<file path="config.mk">
export PLATFORM = sky130hd
export DESIGN_NAME = cmr_core
export DESIGN_NICKNAME = d
export VERILOG_FILES = /design/src/hw/cmr_pkg.sv /design/src/hw/cmr_core.sv
export SDC_FILE = /design/constraint.sdc
export NUM_CORES = 1
export LEC_CHECK = 0
export BUFFER_PORTS_ARGS = -buffer_cell sky130_fd_sc_hd__clkbuf_2
export CELL_PAD_IN_SITES_DETAIL_PLACEMENT = 0
export CELL_PAD_IN_SITES_GLOBAL_PLACEMENT = 2
export CORE_MARGIN = 2
export CORE_UTILIZATION = 25
export CTS_BUF_LIST = sky130_fd_sc_hd__clkbuf_8 sky130_fd_sc_hd__clkbuf_16
export CTS_CLUSTER_DIAMETER = 40
export DETAILED_ROUTE_END_ITERATION = 7
export GPL_ROUTABILITY_DRIVEN = 0
export GPL_TIMING_DRIVEN = 0
export PLACE_DENSITY_LB_ADDON = 0.1
export SLEW_MARGIN = 5
export SYNTH_ARGS = -nofsm -noshare
export SYNTH_HDL_FRONTEND = slang
export SYNTH_SLANG_ARGS = --single-unit
</file>
<file path="constraint.sdc">
create_clock -name clk -period 1.6 [get_ports clk]
set_input_delay 0 -clock clk [delete_from_list [all_inputs] [get_ports clk]]
set_output_delay 0 -clock clk [all_outputs]
set_load 0.03 [all_outputs]
</file>
<file path="src/hw/cmr_pkg.sv">
// Package for the move and return instruction executor.
// Assumes a 14-bit instruction word and an 8-bit data path.
`default_nettype none
package cmr_pkg;
    // ------------------------------------------------------------
    // Instruction encodings
    // ------------------------------------------------------------
    localparam logic [13:0] OP_IDLE = 14'h0000;
    localparam logic [13:0] OP_SUB_EXIT = 14'h0008;
    localparam logic [13:0] OP_IRQ_RET = 14'h0009;
    localparam logic [6:0] OP_STORE_HI = 7'h01;
    localparam logic [5:0] OP_LOAD_HI = 6'h0c;
    localparam logic [5:0] OP_LITRET_HI = 6'h0d;
    localparam logic [12:0] PC_RESET = 13'h0000;
    localparam logic [12:0] PC_STEP = 13'h0001;
    localparam logic [7:0] ACC_RESET = 8'h00;
    localparam logic [7:0] FLAGS_RESET = 8'h00;
    localparam logic IRQ_EN_RESET = 1'h0;
    localparam logic IRQ_EN_SET = 1'h1;
    // A return refuses exactly one word while the fetch path refills.
    localparam logic [1:0] RET_STALL_MAX = 2'h1;

    // ------------------------------------------------------------
    // Instruction word fields
    // ------------------------------------------------------------
    localparam int OP_MSB = 13;
    localparam int STORE_OPC_LSB = 7;
    localparam int LIT_OPC_LSB = 8;
    localparam int FILE_ADDR_MSB = 6;
    localparam int LIT_MSB = 7;

    typedef enum logic [2:0] {
        CMR_OP_IDLE, CMR_OP_STORE, CMR_OP_LOAD, CMR_OP_SUB_EXIT, CMR_OP_IRQ_RET, CMR_OP_LIT_RET
    } cmr_op_t;

    // File write request towards the register file.
    typedef struct packed {
        logic we;
        logic [6:0] addr;
        logic [7:0] data;
    } cmr_file_wr_t;
endpackage : cmr_pkg
`default_nettype wire

</file>
<file path="src/hw/cmr_core.sv">
// Executor for store, load, idle and the three return instructions of the core.
// It decodes one 14-bit word per cycle, updates the accumulator and program counter,
// raises a one-cycle file write for a store and pops the return stack for a return.
// Assumes one instruction word offered per cycle while instr_ready is high,
// and a stack that presents stack_top combinationally and pops on stack_pop.
// The register file is assumed to take file_wr on the clock edge after it rises.
// Contract
// - Store accumulator to file, one cycle, flags kept.
// - Load literal into accumulator, one cycle.
// - Interrupt return pops, loads PC, sets enable.
// - Literal return loads accumulator and PC, two cycles.
// - Subroutine exit pops into PC, two cycles.
`timescale 1ns/1ps
`default_nettype none
module cmr_core
    import cmr_pkg::*;
(
    input wire logic clk,
    input wire logic rstn,
    input wire logic instr_valid,
    input wire logic [13:0] instr,
    input wire logic [12:0] stack_top,
    output logic instr_ready,
    output logic stack_pop,
    output cmr_file_wr_t file_wr,
    output logic [7:0] acc,
    output logic [12:0] pc,
    output logic global_irq_enable,
    output logic [7:0] status_flags
);
    // ------------------------------------------------------------
    // Decode
    // ------------------------------------------------------------
    typedef enum logic {CMR_FETCH, CMR_FLUSH} cmr_state_t;
    cmr_state_t state, next_state;
    cmr_op_t op;
    logic [7:0] next_acc;
    logic [12:0] next_pc;
    logic next_global_irq_enable;
    cmr_file_wr_t next_file_wr;

    // Decode the word; unknown words behave as idle so the PC never stalls.
    always_comb begin
        op = CMR_OP_IDLE;
        if (instr == OP_SUB_EXIT) begin
            op = CMR_OP_SUB_EXIT;
        end else if (instr == OP_IRQ_RET) begin
            op = CMR_OP_IRQ_RET;
        end else if (instr[OP_MSB:STORE_OPC_LSB] == OP_STORE_HI) begin
            // The low seven bits carry the file address.
            op = CMR_OP_STORE;
        end else if (instr[OP_MSB:LIT_OPC_LSB] == OP_LOAD_HI) begin
            // The low byte is the literal for both literal forms.
            op = CMR_OP_LOAD;
        end else if (instr[OP_MSB:LIT_OPC_LSB] == OP_LITRET_HI) begin
            op = CMR_OP_LIT_RET;
        end
    end

    // A return needs a second cycle to refill the fetch path.
    assign instr_ready = (state == CMR_FETCH);
    assign stack_pop = instr_ready && instr_valid &&
        (op == CMR_OP_SUB_EXIT || op == CMR_OP_IRQ_RET || op == CMR_OP_LIT_RET);
    // Flags are never touched by this subset.
    assign status_flags = FLAGS_RESET;

    // ------------------------------------------------------------
    // Next state
    // ------------------------------------------------------------
    always_comb begin
        next_state = CMR_FETCH;
        next_acc = acc;
        next_pc = pc;
        next_global_irq_enable = global_irq_enable;
        next_file_wr = '0;
        if (instr_ready && instr_valid) begin
            next_pc = pc + PC_STEP;
            unique case (op)
                CMR_OP_IDLE: begin
                end
                CMR_OP_STORE: begin
                    next_file_wr = '{we: 1'h1, addr: instr[FILE_ADDR_MSB:0], data: acc};
                end
                CMR_OP_LOAD: begin
                    next_acc = instr[LIT_MSB:0];
                end
                CMR_OP_SUB_EXIT: begin
                    next_pc = stack_top;
                    next_state = CMR_FLUSH;
                end
                CMR_OP_IRQ_RET: begin
                    next_pc = stack_top;
                    next_global_irq_enable = IRQ_EN_SET;
                    next_state = CMR_FLUSH;
                end
                CMR_OP_LIT_RET: begin
                    next_acc = instr[LIT_MSB:0];
                    next_pc = stack_top;
                    next_state = CMR_FLUSH;
                end
            endcase
        end
    end

    // Registers only; reset values are constants.
    always_ff @(posedge clk or negedge rstn) begin
        if (!rstn) begin
            state <= CMR_FETCH;
            acc <= ACC_RESET;
            pc <= PC_RESET;
            global_irq_enable <= IRQ_EN_RESET;
            file_wr <= '0;
        end else begin
            state <= next_state;
            acc <= next_acc;
            pc <= next_pc;
            global_irq_enable <= next_global_irq_enable;
            file_wr <= next_file_wr;
        end
    end

    // ------------------------------------------------------------
    // Checks
    // ------------------------------------------------------------
    logic take;
    logic [1:0] stall_run;
    logic [1:0] next_stall_run;
    assign take = instr_ready && instr_valid;

    // Count refused cycles in a row; a return may refuse one word, never a run of them.
    always_comb begin
        next_stall_run = '0;
        if (!instr_ready) begin
            next_stall_run = (stall_run == '1) ? stall_run : stall_run + 2'h1;
        end
    end

    // The count saturates, so a stuck stall can never wrap back into the legal range.
    always_ff @(posedge clk or negedge rstn) begin
        if (!rstn) begin
            stall_run <= '0;
        end else begin
            stall_run <= next_stall_run;
        end
    end

    // Store: the word lands one cycle later, carrying the accumulator as it stood.
    a_store_write: assert property (@(posedge clk) disable iff (!rstn)
        take && op == CMR_OP_STORE |=>
            file_wr.we && file_wr.data == $past(acc) && file_wr.addr == $past(instr[FILE_ADDR_MSB:0]))
        else $error("store did not write accumulator");

    // Store: the accumulator is only read, and the next word is taken at once.
    a_store_acc_kept: assert property (@(posedge clk) disable iff (!rstn)
        take && op == CMR_OP_STORE |=> acc == $past(acc) && instr_ready)
        else $error("store changed accumulator or stalled");

    // Store: a single-cycle word never touches the return stack.
    a_store_no_pop: assert property (@(posedge clk) disable iff (!rstn)
        take && op == CMR_OP_STORE |-> !stack_pop)
        else $error("store popped the stack");

    // Load: the literal reaches the accumulator and nothing is written to the file.
    a_load_literal: assert property (@(posedge clk) disable iff (!rstn)
        take && op == CMR_OP_LOAD |=> acc == $past(instr[LIT_MSB:0]) && !file_wr.we)
        else $error("load literal wrong");

    // Load: one cycle, so the following word is accepted straight away.
    a_load_single: assert property (@(posedge clk) disable iff (!rstn)
        take && op == CMR_OP_LOAD |-> !stack_pop ##1 instr_ready)
        else $error("load literal stalled or popped");

    // Interrupt return: pop, jump to the stack top and enable interrupts.
    a_irq_ret_pc: assert property (@(posedge clk) disable iff (!rstn)
        take && op == CMR_OP_IRQ_RET |->
            stack_pop ##1 (pc == $past(stack_top) && global_irq_enable && !instr_ready))
        else $error("interrupt return wrong");

    // Every return lasts two cycles; a longer refusal would drop fetched words.
    a_return_two_cycles: assert property (@(posedge clk) disable iff (!rstn)
        stall_run <= RET_STALL_MAX)
        else $error("return stalled too long");

    // Literal return: literal into the accumulator, stack top into the PC, then fetch again.
    a_lit_ret: assert property (@(posedge clk) disable iff (!rstn)
        take && op == CMR_OP_LIT_RET |=>
            acc == $past(instr[LIT_MSB:0]) && pc == $past(stack_top) ##1 instr_ready)
        else $error("literal return wrong");

    // Literal return: only the interrupt return may change the global enable.
    a_lit_ret_irq: assert property (@(posedge clk) disable iff (!rstn)
        take && op == CMR_OP_LIT_RET |=> global_irq_enable == $past(global_irq_enable))
        else $error("literal return touched enable");

    // Subroutine exit: pop into the PC, refuse one word, then fetch again.
    a_sub_exit: assert property (@(posedge clk) disable iff (!rstn)
        take && op == CMR_OP_SUB_EXIT |->
            stack_pop ##1 (!instr_ready && pc == $past(stack_top)) ##1 instr_ready)
        else $error("subroutine exit wrong");

    // Subroutine exit: the global enable is left as it was.
    a_sub_exit_irq: assert property (@(posedge clk) disable iff (!rstn)
        take && op == CMR_OP_SUB_EXIT |=> global_irq_enable == $past(global_irq_enable))
        else $error("subroutine exit touched enable");

    // A pop always leads into the refill cycle of a return.
    a_pop_only_ret: assert property (@(posedge clk) disable iff (!rstn)
        stack_pop |=> !instr_ready)
        else $error("pop without return stall");

    // Idle: only the PC moves on by one word.
    a_idle_step: assert property (@(posedge clk) disable iff (!rstn)
        take && op == CMR_OP_IDLE |=> pc == $past(pc) + PC_STEP && acc == $past(acc) && !file_wr.we)
        else $error("idle changed state");

    // No word taken, whether stalled or not offered: PC, accumulator and enable hold and no file write is raised.
    a_hold_no_take: assert property (@(posedge clk) disable iff (!rstn)
        !take |=> pc == $past(pc) && acc == $past(acc) && !file_wr.we &&
            global_irq_enable == $past(global_irq_enable))
        else $error("state moved without a word");

    // No instruction of this subset alters a status flag.
    a_flags_still: assert property (@(posedge clk) disable iff (!rstn)
        ##1 $stable(status_flags))
        else $error("flags changed");

    // Main scenarios that the bench is expected to reach.
    c_store: cover property (@(posedge clk) disable iff (!rstn) take && op == CMR_OP_STORE);
    c_load: cover property (@(posedge clk) disable iff (!rstn) take && op == CMR_OP_LOAD);
    c_irq_ret: cover property (@(posedge clk) disable iff (!rstn) take && op == CMR_OP_IRQ_RET);
    c_sub_exit: cover property (@(posedge clk) disable iff (!rstn) take && op == CMR_OP_SUB_EXIT ##2 take);
    c_lit_ret: cover property (@(posedge clk) disable iff (!rstn) take && op == CMR_OP_LIT_RET ##2 take);
endmodule : cmr_core
`default_nettype wire

</file>
**After elaboration in Yosys (flattened, before gate mapping)**

Index checks and enable logic that the tools add are counted.

- Register bits after elaboration: 39
- Latch bits: 0
- RAM bits: 0
- ROM bits: 0
- Input bits: 30
- Output and inout bits: 48
- Memories kept: 0

- $add $sub $neg: 1
- $mul: 0
- Divide/modulo/power cells: 0
- $lt $le $gt $ge: 0
- Eq/ne operators: 10
- Shift-type cells: 0
- Multiplexer cells: 10
- Bitwise operators: 1
- Reductions and logical operators: 8

Operators with widths:

| kind | count |
|---|---|
| $mux W16 | 2 |
| $eq A14 B4 Y1 const B | 2 |
| $mux W3 | 5 |
| $add A13 B1 Y13 const B | 1 |
| $mux W13 | 1 |
| $eq A6 B4 Y1 const B | 2 |
| $eq A7 B1 Y1 const B | 1 |
| $eq A3 B2 Y1 const B | 2 |
| $eq A3 B3 Y1 const B | 2 |
| $reduce_and A2 Y1 | 2 |
| $eq A3 B1 Y1 const B | 1 |
| $reduce_or A3 Y1 | 1 |
| $logic_and A1 B1 Y1 | 2 |
| $logic_or A1 B1 Y1 | 2 |
| $mux W1 | 2 |
| $reduce_or A2 Y1 | 1 |
| $not A1 Y1 | 1 |

**Longest topological paths before layout**

- Word-level depth: 10
- Gate-level depth with buffers: 6

**Worst setup path before layout**

Ideal clock, no wire load.

- Path kind: register to register
- Start point: register pc[0]
- End point: register pc[12]
- Library setup time: 0.124 ns
- Arrival: 1.752 ns
- Slack: -0.276 ns
- Stages on the path, launching flop included: 6
- Buffers on the path: 0
- Path through: dfrtp_1 ha_1 nand3_1 or4_1 o211a_1 a211o_1

- Cells in the longest elaborated chain, start to end: 2

RTL lines:

| what | line | source |
|---|---|---|
| start, declared | cmr_core.sv:27 | `output logic [12:0] pc,` |
| start signal, assigned | cmr_core.sv:116 | `pc <= next_pc;` |
| $add A13 B1 Y13 | cmr_core.sv:77 | `next_pc = pc + PC_STEP;` |
| $mux W13 | cmr_core.sv:78 | `unique case (op)` |

Every way passes these cells.
A chain may end at the register's enable or synchronous reset.

**Final worst setup path**

- Start point: register pc[1]
- End point: register pc[12]

Same word-level chain as after synthesis.

==> metrics.txt <==
slowest CP cell or4_4; #FFs+latches synth 39; residual DRC count 0; ANT cells 0; Cell Rows 32; largest net degree at the start of global routing 40; Most used DFF post-synth dfrtp_1; Slew Limit Fails 0; Core Footprint approximately 0.0076 mm^2; Startpoint Class register; post-synth top area share 50.6%; clk buf depth 2; dpl cells between 300 and 400; GRT met3 Usage under 10%; CP endpoint kind register; final WL between 5000 and 6000 um; met1 Usage GRT between 15 and 20%; Worst Setup Slack, final -29.8 ps; status complete, but fails checks; TritonCTS Sinks 39; Worst path top cell family by delay simple AND/OR/NAND/NOR gates; Avg Cell Area, Syn 10.4 um^2; post-synthesis sequential area ratio between 50 and 60%; Post-Layout Cell Count approximately 400; Chip Height between 90 and 100 um; Routed Antenna Nets 0; share of flip-flops with an asynchronous set or reset 100%; Rel. slew slack 34.0%; Syn Inst Count approximately 190; EDFF count, synth 0; CP required 1790 ps; Tot GR Track Use between 10% and 20%; Slew @ Worst Pin between 900 and 1000 ps; Final Critical Period between 1500 and 2000 ps; hpwl dp around 4000 um; critical-path maximum fanout 4; I/O Buffers just under 70; H-tree depth 2; CTS Buf Count 5; final setup skew 4.59 ps; failing checks negative setup slack; Multi-input gate area about 940 um^2; hold slack 60.6 ps; unrepaired setup endpoints after global routing yes; TritonCTS clock tree yes; Setup TNS -29.8 ps; Reg area around 1000 um^2; Worst VDD drop 547 uV; Fillers roughly 810; crit path kind reg -> reg; Fin. Hold Viols 0; overall power 3.20 mW; ratio of final minimum period to clock period 102%; I/O pin count between 70 and 80; synthesis warning total 0; final core occ roughly 39%; share of layout cells above drive strength 1 between 40% and 50%; cell taking the most area after synthesis dfrtp_1; DRT iter0 DRCs 65; drt pass-1 iters 4; starting density of the core between 20% and 30%; Worst EP arrival 1820 ps; GRT busiest layer met2; synth top area cells dfrtp_1, and2_1, mux2_2; first-pass GRT wire length between 9000 and 10000 um; Final Net Count 331; clock slew at reported path FFs ~90 ps; gr ovfl total 0; die footprint 0.00844 mm^2; initial antenna violation count 0; final setup vio count 1; Buf+Inv Stages, Crit Path 0; Lkg Pwr roughly 1.4 nW; slowest stage delay, CP ~500 ps; Max Freq 614 MHz; power per cell area about 1100 mW/mm^2; maxcap violations 0; Synth Cell Area slightly below 0.002 mm^2; critical path cell sequence ha_4 -> nand3_4 -> or4_4 -> o211a_1 -> a211o_1; vias in the first global route ~1800; GR Util met2 24.9%; Vias about 1900; wire length per cell ~14 um; Yosys cell types between 40 and 50; drt via density between 4 and 5; worst skew pair latency approximately 300 ps; Hold Crit Class in -> reg; root buffer cell clkbuf_8; Layout area overhead 53.2%; die width roughly 92 um
==> where the power goes <==
group	switching (mW)	internal, mW
Sequential	0.168	1.11
Clock	0.405	0.473
Combinational	0.606	0.434
==> sequential cells by signal, indices dropped and copies added, names as in the netlist <==
signal	cells
file_wr	16
pc	13
state	1
global_irq_enable	1
acc	8
==> cells by family after synthesis <==
logic type	after synthesis	share of synthesized area, %
simple gates	76	21.9
flops	39	50.6
compound gates	38	16.0
buf+inv	22	6.03
mux	8	4.67
fa+ha+maj	1	0.648
other cells	1	0.194
==> Yosys cell counts, types with 2 or more instances <==
| cell | instances |
|---|---|
| a211o_1 | 2 |
| a31oi_1 | 4 |
| and2_1 | 17 |
| and3_1 | 4 |
| buf_2 | 3 |
| buf_4 | 8 |
| clkbuf_1 | 6 |
| dfrtp_1 | 39 |
| inv_1 | 4 |
| mux2_2 | 8 |
| nand2_1 | 17 |
| nand2b_1 | 2 |
| nand3_1 | 5 |
| nand4_1 | 2 |
| nor2_1 | 6 |
| nor3_1 | 8 |
| nor4_1 | 3 |
| o211a_1 | 2 |
| o211ai_1 | 4 |
| o21a_1 | 2 |
| o21ai_0 | 2 |
| o221ai_1 | 2 |
| o22ai_1 | 7 |
| o311a_1 | 2 |
| o31ai_1 | 3 |
| or3_1 | 3 |
| or4_1 | 3 |
==> cell type report <==
type | instances | share of cell area, %
Timing Repair Buffer | 102 | 22.0
Buffer | 17 | 3.89
Clock inverter | 3 | 1.61
Sequential cell | 39 | 33.4
Clock buffer | 5 | 2.33
Inverter | 4 | 0.508
Tap cell | 102 | 4.32
Multi-Input combinational cell | 131 | 32.0
==> worst reg2reg max path: stages (launching register included) <==
cell and delay [ps]:
dfrtp_2 410, ha_4 170, nand3_4 90, or4_4 500
o211a_1 140, a211o_1 220
==> timing repair <==
action	4_1_cts	5_1_grt
hold buffers	17	0
setup buffers	5	11
endpoints found under the setup margin	30	10
pin swaps	2	4
gates resized for setup	19	7
endpoints found under the hold margin	63	0
==> metal layers <==
layer	part of all wire [%]	routed length (um)
met3	5.1	296
met1	43	2450
met4	0.47	27
met2	52	2980
met5	0	0
==> stage by stage <==
stage	instance area, um^2	worst slack, ps
final	2960	-29.8
after floorplan	1980	-119
after detailed placement	2450	-355
after global placement	2450	-369
after CTS	2850	-32.6
after global routing	2960	-70.5
==> cells in the final DEF, fill, tap and decap left out, types with 2 or more instances in the layout <==
master / instances
a211o_1: 2
a31oi_1: 4
and2_1: 16
and3_1: 3
buf_2: 2
buf_4: 24
clkbuf_2: 71
clkbuf_8: 5
conb_1: 8
dfrtp_1: 31
dfrtp_2: 8
dlygate4sd3_1: 17
inv_1: 4
mux2_2: 8
nand2_1: 16
nand3_1: 3
nand3_4: 2
nand4_1: 2
nor2_1: 5
nor3_1: 7
nor4_1: 3
o211a_1: 2
o211ai_1: 4
o21a_1: 2
o21ai_0: 2
o221ai_1: 2
o22ai_1: 7
o311a_1: 2
o31ai_1: 2
o31ai_4: 2
or3_1: 3
or4_1: 2
==> worst paths after layout <==
path | cells past startpoint | slack, ps | from | endpoint
min | 3 | 60 | stack_top[2] | pc[2]$_DFFE_PN0P_
min reg2reg | 1 | 480 | global_irq_enable$_DFFE_PN0P_ | global_irq_enable$_DFFE_PN0P_
max in group asynchronous | 2 | 530 | rstn | pc[2]$_DFFE_PN0P_
max reg2reg | 5 | -30 | pc[1]$_DFFE_PN0P_ | pc[12]$_DFFE_PN0P_
min in group asynchronous | 2 | 380 | rstn | pc[9]$_DFFE_PN0P_
max | 5 | -30 | pc[1]$_DFFE_PN0P_ | pc[12]$_DFFE_PN0P_
Power figures use the tool's default switching activity.
